--- config.mk ---
export PLATFORM = sky130hd
export DESIGN_NAME = sdcd_decoder
export DESIGN_NICKNAME = d
export VERILOG_FILES = /design/src/sdcd_decoder.v
export VERILOG_INCLUDE_DIRS = /design/src
export SDC_FILE = /design/constraint.sdc
export NUM_CORES = 1
export LEC_CHECK = 0
export BUFFER_PORTS_ARGS = -buffer_cell sky130_fd_sc_hd__buf_2
export CAP_MARGIN = 20
export CORE_UTILIZATION = 45
export DETAILED_ROUTE_END_ITERATION = 12
export PLACE_DENSITY_LB_ADDON = 0.12
export REMOVE_ABC_BUFFERS = 1
export SYNTH_ARGS = -nofsm -noshare
export SYNTH_HDL_FRONTEND = slang
export SYNTH_SLANG_ARGS = --single-unit
--- constraint.sdc ---
create_clock -name clk_sys_i -period 2.1 [get_ports clk_sys_i]
set_input_delay 0.21 -clock clk_sys_i [delete_from_list [all_inputs] [get_ports clk_sys_i]]
set_output_delay 0.21 -clock clk_sys_i [all_outputs]
set_load 0.1 [all_outputs]
--- src/sdcd_defs.vh ---
/*
  Constants for the SDRAM command decoder: pin field positions, command
  pattern codes, power states and burst settings.
  Assumes inclusion by bare name from the decoder, checker and bench files.
*/
`ifndef SDCD_DEFS_VH
`define SDCD_DEFS_VH

// ----------------------------------------
// Address bus layout
// ----------------------------------------
`define SDCD_ADDR_W 18
`define SDCD_AP_BIT 10
`define SDCD_BC_BIT 12
`define SDCD_RFU_BIT 17
`define SDCD_OP_W 17
`define SDCD_ROW_LO_W 14
`define SDCD_COL_W 10

// ----------------------------------------
// Row/column/write pattern codes {ras,cas,we}
// ----------------------------------------
`define SDCD_PAT_MRS 3'h0
`define SDCD_PAT_REF 3'h1
`define SDCD_PAT_PRE 3'h2
`define SDCD_PAT_RFU 3'h3
`define SDCD_PAT_WR 3'h4
`define SDCD_PAT_RD 3'h5
`define SDCD_PAT_ZQ 3'h6
`define SDCD_PAT_NOP 3'h7

// ----------------------------------------
// Decoded command codes
// ----------------------------------------
`define SDCD_CMD_W 5
`define SDCD_C_NONE 5'h00
`define SDCD_C_DES 5'h01
`define SDCD_C_NOP 5'h02
`define SDCD_C_MRS 5'h03
`define SDCD_C_REF 5'h04
`define SDCD_C_SR_ENTRY 5'h05
`define SDCD_C_SR_EXIT 5'h06
`define SDCD_C_PRE 5'h07
`define SDCD_C_PREA 5'h08
`define SDCD_C_ACT 5'h09
`define SDCD_C_WR 5'h0a
`define SDCD_C_WRA 5'h0b
`define SDCD_C_RD 5'h0c
`define SDCD_C_RDA 5'h0d
`define SDCD_C_ZQL 5'h0e
`define SDCD_C_ZQS 5'h0f
`define SDCD_C_PD_ENTRY 5'h10
`define SDCD_C_PD_EXIT 5'h11

// ----------------------------------------
// Power states and burst
// ----------------------------------------
`define SDCD_ST_IDLE 2'h0
`define SDCD_ST_PD 2'h1
`define SDCD_ST_SR 2'h2
`define SDCD_BEATS_W 4
`define SDCD_BEATS_BL8 4'h8
`define SDCD_BEATS_BC4 4'h4
`define SDCD_BEAT_ONE 4'h1

`endif

--- src/sdcd_decoder.v ---
/*
  SDRAM command decoder: samples command/address pins each rising clock
  edge and resolves them into one-cycle command pulses and power state.
  Assumes the controller drives valid pins synchronous to clk_sys_i and
  holds resetn_i high while commands run.
*/
// Functional notes
// RULE1: Decode CS, ACT, command pins, CKE per edge
// RULE2: ACT high: pins act as command strobes
// RULE3: CS and ACT low: activate, pins are A16-A14
// RULE4: Decode MRS, refresh, precharge, reserved, ZQ
// RULE5: MRS: bank group/bank pick register, address opcode
// RULE6: MRS address bit 17 not opcode data
// RULE7: HLL write, HLH read, bit10 auto-precharge
// RULE8: Mode register fixes or flies burst; bit12 chop
// RULE9: Started bursts always complete uninterrupted
// RULE10: Controller drives valid inputs; don't-cares ignored
// RULE11: Active-low reset only; held high during commands
// RULE12: Self-refresh entry/exit by CKE edge with pattern
// RULE13: Self-refresh exit detected synchronously here
// RULE14: Power-down entry/exit by CKE edge, CS high
// RULE15: No refresh while in power-down
// RULE16: Controller uses NOP only in allowed modes
// RULE17: Controller never substitutes NOP for deselect
// RULE18: Address MSBs sized by density configuration
// RULE19: Termination input never affects decoding
// RULE20: Termination disabled throughout self refresh
// RULE21: Reserved or unlisted patterns do nothing
`timescale 1ns/1ps
`default_nettype none
`include "sdcd_defs.vh"

module sdcd_decoder
(
  // Clock and reset
  input wire clk_sys_i,
  input wire resetn_i,
  // Command pins
  input wire cke_i,
  input wire cs_n_i,
  input wire act_n_i,
  input wire ras_n_a16_i,
  input wire cas_n_a15_i,
  input wire we_n_a14_i,
  input wire [1:0] bg_i,
  input wire [1:0] ba_i,
  input wire [`SDCD_ADDR_W-1:0] addr_i,
  input wire odt_i,
  // Burst configuration from the mode registers
  input wire burst_otf_en_i,
  input wire burst_fixed_chop_i,
  // Decoded command
  output reg [`SDCD_CMD_W-1:0] cmd_o,
  output reg cmd_valid_o,
  output reg [1:0] bg_o,
  output reg [1:0] ba_o,
  output reg [`SDCD_ADDR_W-1:0] row_o,
  output reg [9:0] col_o,
  output reg [`SDCD_OP_W:0] mrs_op_o,
  output reg [2:0] mrs_sel_o,
  output reg chop_four_on_the_fly_o,
  output reg burst_eight_on_the_fly_o,
  output reg [`SDCD_BEATS_W-1:0] burst_beats_o,
  // Device state
  output reg burst_busy_o,
  output reg powerdown_o,
  output reg selfrefresh_o,
  output reg refresh_allowed_o,
  output reg odt_enable_o
);

  // ----------------------------------------
  // Power states
  // ----------------------------------------
  localparam [1:0] ST_IDLE = `SDCD_ST_IDLE;
  localparam [1:0] ST_PD = `SDCD_ST_PD;
  localparam [1:0] ST_SR = `SDCD_ST_SR;

  // ----------------------------------------
  // Pattern classification
  // ----------------------------------------
  reg cke_prev_q;
  reg [1:0] state_q;
  reg [1:0] state_d;
  reg [`SDCD_BEATS_W-1:0] beats_q;
  reg [`SDCD_CMD_W-1:0] cmd_d;
  wire [2:0] pat = {ras_n_a16_i, cas_n_a15_i, we_n_a14_i};
  wire ap = addr_i[`SDCD_AP_BIT];
  wire bc_n = addr_i[`SDCD_BC_BIT];
  wire cke_rise = ~cke_prev_q & cke_i;
  wire cke_fall = cke_prev_q & ~cke_i;
  wire cke_hold = cke_prev_q & cke_i;

  // Choose between two codes on the auto-precharge or calibration bit
  function [`SDCD_CMD_W-1:0] sel_ap;
    input bit_v;
    input [`SDCD_CMD_W-1:0] hi_c;
    input [`SDCD_CMD_W-1:0] lo_c;
    begin
      sel_ap = bit_v ? hi_c : lo_c;
    end
  endfunction

  // Termination level deliberately takes no part in this decode
  always @* // RULE1 RULE19
  begin
    cmd_d = `SDCD_C_NONE;
    if (cke_fall && state_q == ST_IDLE)
    begin
      if (cs_n_i)
        cmd_d = `SDCD_C_PD_ENTRY; // RULE14
      else if (!act_n_i && pat == `SDCD_PAT_REF)
        cmd_d = `SDCD_C_NONE;
      else if (act_n_i && pat == `SDCD_PAT_REF)
        cmd_d = `SDCD_C_SR_ENTRY; // RULE12
    end
    else if (cke_rise)
    begin
      // Exit sampled on the clock; an asynchronous path is not needed
      if (state_q == ST_SR && (cs_n_i || (act_n_i && pat == `SDCD_PAT_NOP)))
        cmd_d = `SDCD_C_SR_EXIT; // RULE12 RULE13
      else if (state_q == ST_PD && cs_n_i)
        cmd_d = `SDCD_C_PD_EXIT; // RULE14
    end
    else if (cke_hold && state_q == ST_IDLE)
    begin
      if (cs_n_i)
        cmd_d = `SDCD_C_DES;
      else if (!act_n_i)
        cmd_d = `SDCD_C_ACT; // RULE3
      else
      begin
        case (pat) // RULE2 RULE4 RULE7
          `SDCD_PAT_MRS: cmd_d = `SDCD_C_MRS;
          `SDCD_PAT_REF: cmd_d = `SDCD_C_REF;
          `SDCD_PAT_PRE: cmd_d = sel_ap(ap, `SDCD_C_PREA, `SDCD_C_PRE);
          `SDCD_PAT_WR: cmd_d = sel_ap(ap, `SDCD_C_WRA, `SDCD_C_WR);
          `SDCD_PAT_RD: cmd_d = sel_ap(ap, `SDCD_C_RDA, `SDCD_C_RD);
          `SDCD_PAT_ZQ: cmd_d = sel_ap(ap, `SDCD_C_ZQL, `SDCD_C_ZQS);
          `SDCD_PAT_NOP: cmd_d = `SDCD_C_NOP;
          default: cmd_d = `SDCD_C_NONE; // RULE21
        endcase
      end
    end
  end

  // True for the four read and write codes that launch a data burst
  function is_burst_cmd;
    input [`SDCD_CMD_W-1:0] code;
    begin
      is_burst_cmd = (code == `SDCD_C_WR) || (code == `SDCD_C_WRA) ||
                     (code == `SDCD_C_RD) || (code == `SDCD_C_RDA);
    end
  endfunction

  // True for every code that is reported to the core
  function cmd_listed;
    input [`SDCD_CMD_W-1:0] code;
    begin
      cmd_listed = (code != `SDCD_C_NONE);
    end
  endfunction

  wire is_rw = is_burst_cmd(cmd_d);
  wire chop = burst_otf_en_i ? ~bc_n : burst_fixed_chop_i; // RULE8
  wire [`SDCD_BEATS_W-1:0] beats_new = chop ? `SDCD_BEATS_BC4 : `SDCD_BEATS_BL8;

  // ----------------------------------------
  // Power state machine
  // ----------------------------------------
  always @*
  begin
    state_d = state_q;
    case (state_q)
      ST_IDLE:
      begin
        if (cmd_d == `SDCD_C_PD_ENTRY)
          state_d = ST_PD;
        else if (cmd_d == `SDCD_C_SR_ENTRY)
          state_d = ST_SR;
      end
      ST_PD:
        if (cmd_d == `SDCD_C_PD_EXIT)
          state_d = ST_IDLE;
      ST_SR:
        if (cmd_d == `SDCD_C_SR_EXIT)
          state_d = ST_IDLE;
      default: state_d = ST_IDLE;
    endcase
  end

  // ----------------------------------------
  // Power state registers
  // ----------------------------------------
  always @(posedge clk_sys_i)
  begin
    if (!resetn_i) // RULE11
    begin
      cke_prev_q <= 1'b0;
      state_q <= ST_IDLE;
      powerdown_o <= 1'b0;
      selfrefresh_o <= 1'b0;
      refresh_allowed_o <= 1'b1;
      odt_enable_o <= 1'b1;
    end
    else
    begin
      cke_prev_q <= cke_i;
      state_q <= state_d;
      powerdown_o <= (state_d == ST_PD);
      selfrefresh_o <= (state_d == ST_SR);
      refresh_allowed_o <= (state_d == ST_IDLE); // RULE15
      odt_enable_o <= (state_d != ST_SR); // RULE20
    end
  end

  // ----------------------------------------
  // Command strobe
  // ----------------------------------------
  always @(posedge clk_sys_i)
  begin
    if (!resetn_i)
    begin
      cmd_o <= `SDCD_C_NONE;
      cmd_valid_o <= 1'b0;
    end
    else
    begin
      cmd_o <= cmd_d;
      cmd_valid_o <= cmd_listed(cmd_d);
    end
  end

  // ----------------------------------------
  // Captured address fields
  // ----------------------------------------
  always @(posedge clk_sys_i)
  begin
    if (!resetn_i)
    begin
      bg_o <= 2'h0;
      ba_o <= 2'h0;
      row_o <= {`SDCD_ADDR_W{1'b0}};
      col_o <= {`SDCD_COL_W{1'b0}};
      mrs_op_o <= {(`SDCD_OP_W+1){1'b0}};
      mrs_sel_o <= 3'h0;
    end
    else
    begin
      // Unlisted patterns leave every captured field untouched
      if (cmd_listed(cmd_d)) // RULE21
      begin
        bg_o <= bg_i;
        ba_o <= ba_i;
      end
      if (cmd_d == `SDCD_C_ACT)
        row_o <= {addr_i[`SDCD_RFU_BIT], ras_n_a16_i, cas_n_a15_i, we_n_a14_i,
                  addr_i[`SDCD_ROW_LO_W-1:0]}; // RULE3 RULE18
      if (cmd_d == `SDCD_C_MRS)
      begin
        mrs_sel_o <= {bg_i[0], ba_i}; // RULE5
        // Bit 17 is reserved for this density and is forced to zero
        mrs_op_o <= {1'b0, addr_i[`SDCD_OP_W-1:0]}; // RULE6
      end
      if (is_rw)
        col_o <= addr_i[`SDCD_COL_W-1:0]; // RULE7
    end
  end

  // ----------------------------------------
  // Burst tracking
  // ----------------------------------------
  // A read or write landing mid-burst is not queued; the controller spaces bursts
  always @(posedge clk_sys_i)
  begin
    if (!resetn_i)
    begin
      beats_q <= {`SDCD_BEATS_W{1'b0}};
      chop_four_on_the_fly_o <= 1'b0;
      burst_eight_on_the_fly_o <= 1'b0;
      burst_beats_o <= {`SDCD_BEATS_W{1'b0}};
      burst_busy_o <= 1'b0;
    end
    else
    begin
      // A burst in flight counts down regardless of later commands
      if (beats_q > `SDCD_BEAT_ONE) // RULE9
        beats_q <= beats_q - `SDCD_BEAT_ONE;
      else if (is_rw)
        beats_q <= beats_new;
      else
        beats_q <= {`SDCD_BEATS_W{1'b0}};
      if (is_rw)
      begin
        chop_four_on_the_fly_o <= burst_otf_en_i & ~bc_n; // RULE8
        burst_eight_on_the_fly_o <= burst_otf_en_i & bc_n; // RULE8
        burst_beats_o <= beats_new;
      end
      burst_busy_o <= is_rw || (beats_q > `SDCD_BEAT_ONE); // RULE9
    end
  end

endmodule // sdcd_decoder
`default_nettype wire

# [Yosys cells after proc, flatten, opt, wreduce, memory -nomap -nowiden]
# Index checks and enable logic that the tools add are counted.
# W data, S select, Z words.
[totals] reg_bits=76 inputBits=33 wordCells=91
[op_classes] addsub=1 magnitude_cmp=1 n_eq_ne=21 mux=24 bitwise=8 n_reduce_logical=17
[ops] operator="$mux W5" n=8
[ops] operator="$pmux W4 S7" n=1
[ops] operator="$eq A5 B4 Y1 const B" n=5
[ops] operator="$mux W4" n=4
[ops] operator="$eq A3 B3 Y1 const B" n=4
[ops] operator="$eq A5 B3 Y1 const B" n=2
[ops] operator="$eq A5 B5 Y1 const B" n=2
[ops] operator="$mux W2" n=4
[ops] operator="$logic_and A1 B1 Y1" n=7
[ops] operator="$mux W3" n=2
[ops] operator="$pmux W2 S3" n=1
[ops] operator="$and A1 B1 Y1" n=5
[ops] operator="$eq A5 B2 Y1 const B" n=1
[ops] operator="$logic_or A1 B1 Y1" n=5
[ops] operator="$reduce_bool A5 Y1" n=1
[ops] operator="$eq A2 B1 Y1 const B" n=2
[ops] operator="$eq A2 B2 Y1 const B" n=2
[ops] operator="$gt A4 B1 Y1 const B" n=1
[ops] operator="$logic_not A2 Y1" n=2
[ops] operator="$mux W1" n=4
[ops] operator="$sub A4 B1 Y4 const B" n=1
[ops] operator="$eq A3 B1 Y1 const B" n=1
[ops] operator="$eq A3 B2 Y1 const B" n=1
[ops] operator="$logic_not A3 Y1" n=1
[ops] operator="other kinds (3)" n=5

# [Logic depth before layout (Yosys ltp)]
[depth] word_depth=13 mapped_depth=9

# [Worst setup path after synthesis]
# No wires, ideal clock.
[synth_timing] path_kind="reg-to-reg" from="register state_q[1]" to="register row_o[10]" arrival_ns=1.797 required_time_ns=1.979 setup_slack_ns=0.182 path_stages_with_launch=9 n_path_buf=3 cell_sequence="dfxtp_1 -> buf_6 -> and4bb_4 -> a32oi_1 -> nand2_2 -> or4b_1 -> buf_6 -> buf_12 -> mux2i_1"
[synth_between] elab_chain_len=7 word_cells_on_any_way=13 cone_classes="eq/ne (3); mux (5); reduce/logical (5)"
[synth_rtl] element="from (decl)" line_no="sdcd_decoder.v:83" source="reg [1:0] state_q;"
[synth_rtl] element="from (signal assigned)" line_no="sdcd_decoder.v:209" source="state_q <= state_d;"
[synth_rtl] element="$eq A2 B1 Y1" line_no="sdcd_decoder.v:122" source="else if (state_q == ST_PD && cs_n_i)"
[synth_rtl] element="$logic_and A1 B1 Y1" line_no="sdcd_decoder.v:122"
[synth_rtl] element="$mux W5" line_no="sdcd_decoder.v:122"
[synth_rtl] element="$mux W5" line_no="sdcd_decoder.v:120" source="if (state_q == ST_SR && (cs_n_i || (act_n_i && pat == `SDCD_PAT_NOP)))"
[synth_rtl] element="$mux W5" line_no="sdcd_decoder.v:117" source="else if (cke_rise)"
[synth_rtl] element="$mux W5 *" line_no="sdcd_decoder.v:108" source="if (cke_fall && state_q == ST_IDLE)"
[synth_rtl] element="$eq A5 B4 Y1 (no line) *"
[synth_rtl] element="to (signal assigned)" line_no="sdcd_decoder.v:243" source="row_o <= {`SDCD_ADDR_W{1'b0}};"
[synth_rtl] element="to (signal assigned)" line_no="sdcd_decoder.v:257" source="row_o <= {addr_i[`SDCD_RFU_BIT], ras_n_a16_i, cas_n_a15_i, we_n_a14_i,"
[synth_rtl] element="to (decl)" line_no="sdcd_decoder.v:57" source="output reg [`SDCD_ADDR_W-1:0] row_o,"
# Every way passes the cells marked *; elsewhere a longest branch is shown, timed or not.
# A chain may end at the register's enable or synchronous reset.

# [Worst setup path in the final report]
[layout_timing] from="register state_q[1]" to="register row_o[4]"
# Same word-level chain as after synthesis.

==> flow_metrics.env <==
export IMPL_fin_hold_ws_ns=0.0969
export IMPL_yosys_area_share_adder_pct=0.813
export IMPL_grtUsageTotal_pct=18.9
export IMPL_syn_inst=332
export IMPL_firstDrtPassIters=10
export IMPL_hold_viol=0
export IMPL_slew_violations=0
export IMPL_port_buffers=98
export IMPL_synth_seq_cells=74
export IMPL_clock_root_buffer="clkbuf_8"
export IMPL_cts_resized=0
export IMPL_final_common_cell="buf_2"
export IMPL_tightest_slew_ns=0.516
export IMPL_drt_iter0_markers=170
export IMPL_synth_compound_area_share_pct=8.74
export IMPL_clkLatencyLatePin_ns=0.34
export IMPL_dieArea_sq_mm=0.00717
export IMPL_final_cell_mix="98 x buf_2, 80 x nand2_1, 71 x dfxtp_1"
export IMPL_slew_headroom_pct=65.6
export IMPL_die_w_microns=84.7
export IMPL_yosysUniqueCellTypes=47
export IMPL_fin_nets=465
export IMPL_setup_violations=0
export IMPL_crit_chain="and4bb_4 -> nand2_2 -> o21a_2 -> nand2_4 -> or4b_1 -> buf_4 -> mux2i_1"
export IMPL_grt_max_degree=31
export IMPL_finalClockSkew_ns=0.0106
export IMPL_detail_route_wl_per_cell_microns=12.7
export IMPL_rsz0062_at_grt="yes"
export IMPL_fp_coreArea_sq_mm=0.00646
export IMPL_ys_warn_count=0
export IMPL_worstHoldPathCells=2
export IMPL_antenna_left=0
export IMPL_num_vias=2552
export IMPL_reg2reg_slack_ns=0.12
export IMPL_h_tree_depth=3
export IMPL_post_cts_setup_buffer_count=0
export IMPL_worstHoldStart="addr_i[12]"
export IMPL_post_route_util_pct=59.6
export IMPL_boundaryPins=103
export IMPL_globalplace_congestion=0.770
export IMPL_dp_hpwl_microns=4600
export IMPL_ctsHoldBuffers=0
export IMPL_tns_ns=0
export IMPL_endpoint_kind="flop"
export IMPL_start_util_pct=47.6
export IMPL_syn_avg_cell_area_sq_um=9.27
export IMPL_critical_path_max_stage_delay_ns=0.52
export IMPL_placed_area_sq_mm=0.00362
export IMPL_syn_to_final_growth_pct=25.1
export IMPL_leakagePower_nw=1.84
export IMPL_cts_inserted_buffers=9
export IMPL_cts_sink_count=74
export IMPL_cpMaxStageDelayCell="or4b_1"
export IMPL_crit_path_max_fanout=9
export IMPL_max_cap_viol_count=0
export IMPL_grt_pass1_wl_microns=10900
export IMPL_timing_rr_start="state_q[1]$_SDFF_PN0_"
export IMPL_irDropWorstVdd_v=0.000453
export IMPL_arrival_ns=2.23
export IMPL_worstSetupPathType="flop to flop"
export IMPL_hp_class="primary input to flop"
export IMPL_synthSimpleGateAreaFrac_pct=21.9
export IMPL_grt_pass1_vias=2323
export IMPL_yosysSeqAreaShare_pct=48.1
export IMPL_fin_crit_sh_pct=94.3
export IMPL_overflow=0
export IMPL_final_layout_size_suffix_gt1_share_pct=32.9
export IMPL_std_cell_rows=29
export IMPL_antenna_found_initial=0
export IMPL_cts_tree="yes"
export IMPL_syn_cell_area_sq_mm=0.00308
export IMPL_cp_required_ns=2.35
export IMPL_outcome="complete, but fails checks"
export IMPL_fmax_mhz=505
export IMPL_clockBufferDepth=2
export IMPL_synth_top_family_by_area="simple AND/OR/NAND/NOR gates"
export IMPL_rr_worst_depth=7
export IMPL_hold_path_endpoint="chop_four_on_the_fly_o$_SDFFE_PN0N_"
export IMPL_design_area_sq_mm=0.00385
export IMPL_vias_per_cell=4.98
export IMPL_synth_xor_xnor_area_share_pct=0
export IMPL_violations="DRC"
export IMPL_crit_start="state_q[1]$_SDFF_PN0_"
export IMPL_n_antenna_cell=0
export IMPL_period_minus_slack_ns=1.98
export IMPL_critPathLaunchType="flop"
export IMPL_total_power_mw=3.30
export IMPL_clkTransAtPathRegs_ns=0.08
export IMPL_synth_mux_area_share_pct=14.0
export IMPL_drc=2
export IMPL_p_per_area_mw_per_mm2=856
export IMPL_wl_microns=6490
export IMPL_fp_dieH_microns=84.7
export IMPL_reg2reg_to="row_o[4]$_SDFFE_PN0N_"
==> critical path, delay by kind of cell, from the launching register on <==
kind | cells | cell delay (ns)
buffers and inverters | 1 | 0.22
AO/OA/AOI/OAI | 1 | 0.20
multiplexers | 1 | 0.19
flip-flops | 1 | 0.40
AND/OR/NAND/NOR | 4 | 0.90
==> sequential cells by signal, summed over array words and instances (netlist names), 2 cells and up <==
name	count
row_o	18
mrs_op_o	17
col_o	10
cmd_o	5
beats_q	4
mrs_sel_o	3
ba_o	2
bg_o	2
burst_beats_o	2
state_q	2
==> Yosys cell counts (all sizes together) <==
library cell | number | share of area [%]
a211oi | 3 | 0.73
a21oi | 10 | 1.6
a22oi | 1 | 0.24
a31o | 1 | 0.28
a31oi | 1 | 0.20
a32oi | 1 | 0.28
a41o | 2 | 0.65
and2 | 4 | 0.81
and2b | 2 | 0.61
and4bb | 2 | 0.94
buf | 14 | 4.1
clkbuf | 12 | 1.5
conb | 1 | 0.12
dfxtp | 74 | 48
ha | 2 | 0.81
inv | 6 | 0.73
mux2i | 43 | 14
nand2 | 84 | 11
nand2b | 2 | 0.41
nand3 | 16 | 2.6
nand3b | 1 | 0.24
nand4 | 2 | 0.41
nor2 | 9 | 1.1
nor2b | 4 | 1.1
nor3 | 3 | 0.49
nor3b | 3 | 0.73
nor4 | 1 | 0.41
nor4b | 1 | 0.49
o21a | 1 | 0.28
o21ai | 19 | 3.5
o22ai | 1 | 0.20
o31a | 1 | 0.28
o31ai | 2 | 0.49
or2 | 1 | 0.20
or3 | 1 | 0.20
or4b | 1 | 0.33
==> layer usage <==
metal / wire, microns / track usage, % / share of wire, % / vias to the layer above
li1: - / - / - / 1317
met1: 2950 / 23.3 / 46 / 1153
met2: 3030 / 31.3 / 47 / 72
met3: 403 / 5.41 / 6.2 / 10
met4: 97 / 7.70 / 1.5 / 0
met5: 0 / 0 / 0 / -
==> area by class of cell <==
| class | instances | area, sq um |
|---|---|---|
| fillers | 605 | 2610 |
| well taps | 77 | 96.3 |
| repair buffers | 111 | 601 |
| clock buffers | 12 | 155 |
| inverters | 6 | 22.5 |
| multi-input cells | 228 | 1420 |
| clock inverters | 4 | 73.8 |
| flip-flops and latches | 74 | 1490 |
==> where the power goes <==
group / switching (mW) / internal, mW / total [mW] / leakage (nW)
combinational: 0.403 / 0.159 / 0.562 / 1.12
clock: 0.505 / 0.735 / 1.24 / 0.117
sequential: 0.0342 / 1.46 / 1.49 / 0.599
total: 0.943 / 2.35 / 3.30 / 1.84
==> stage by stage <==
step / cells / setup WS [ns]
2_1_floorplan: 308 / -1.55
3_3_place_gp: 496 / 0.0733
3_5_place_dp: 496 / 0.0458
4_1_cts: 512 / 0.0356
5_1_grt: 512 / -0.00791
6_report: 512 / 0.121
==> how the worst max path moves through the flow <==
stage                                          end  cells past startpoint
after CTS                    row_o[5]$_SDFFE_PN0N_                      7
after floorplan           mrs_op_o[0]$_SDFFE_PN0N_                      6
final                        row_o[4]$_SDFFE_PN0N_                      7
after global placement       row_o[1]$_SDFFE_PN0N_                      7
after global routing         col_o[1]$_SDFFE_PN0N_                      7
after detailed placement     row_o[4]$_SDFFE_PN0N_                      7
==> logic make-up after synthesis <==
kind of cell / Yosys count
multiplexers: 43
AND/OR/NAND/NOR: 137
adder cells (fa/ha/maj): 2
buffers and inverters: 32
flip-flops: 74
AO/OA/AOI/OAI: 43
other: 1
Note: power is estimated with default switching activity, not from simulation.
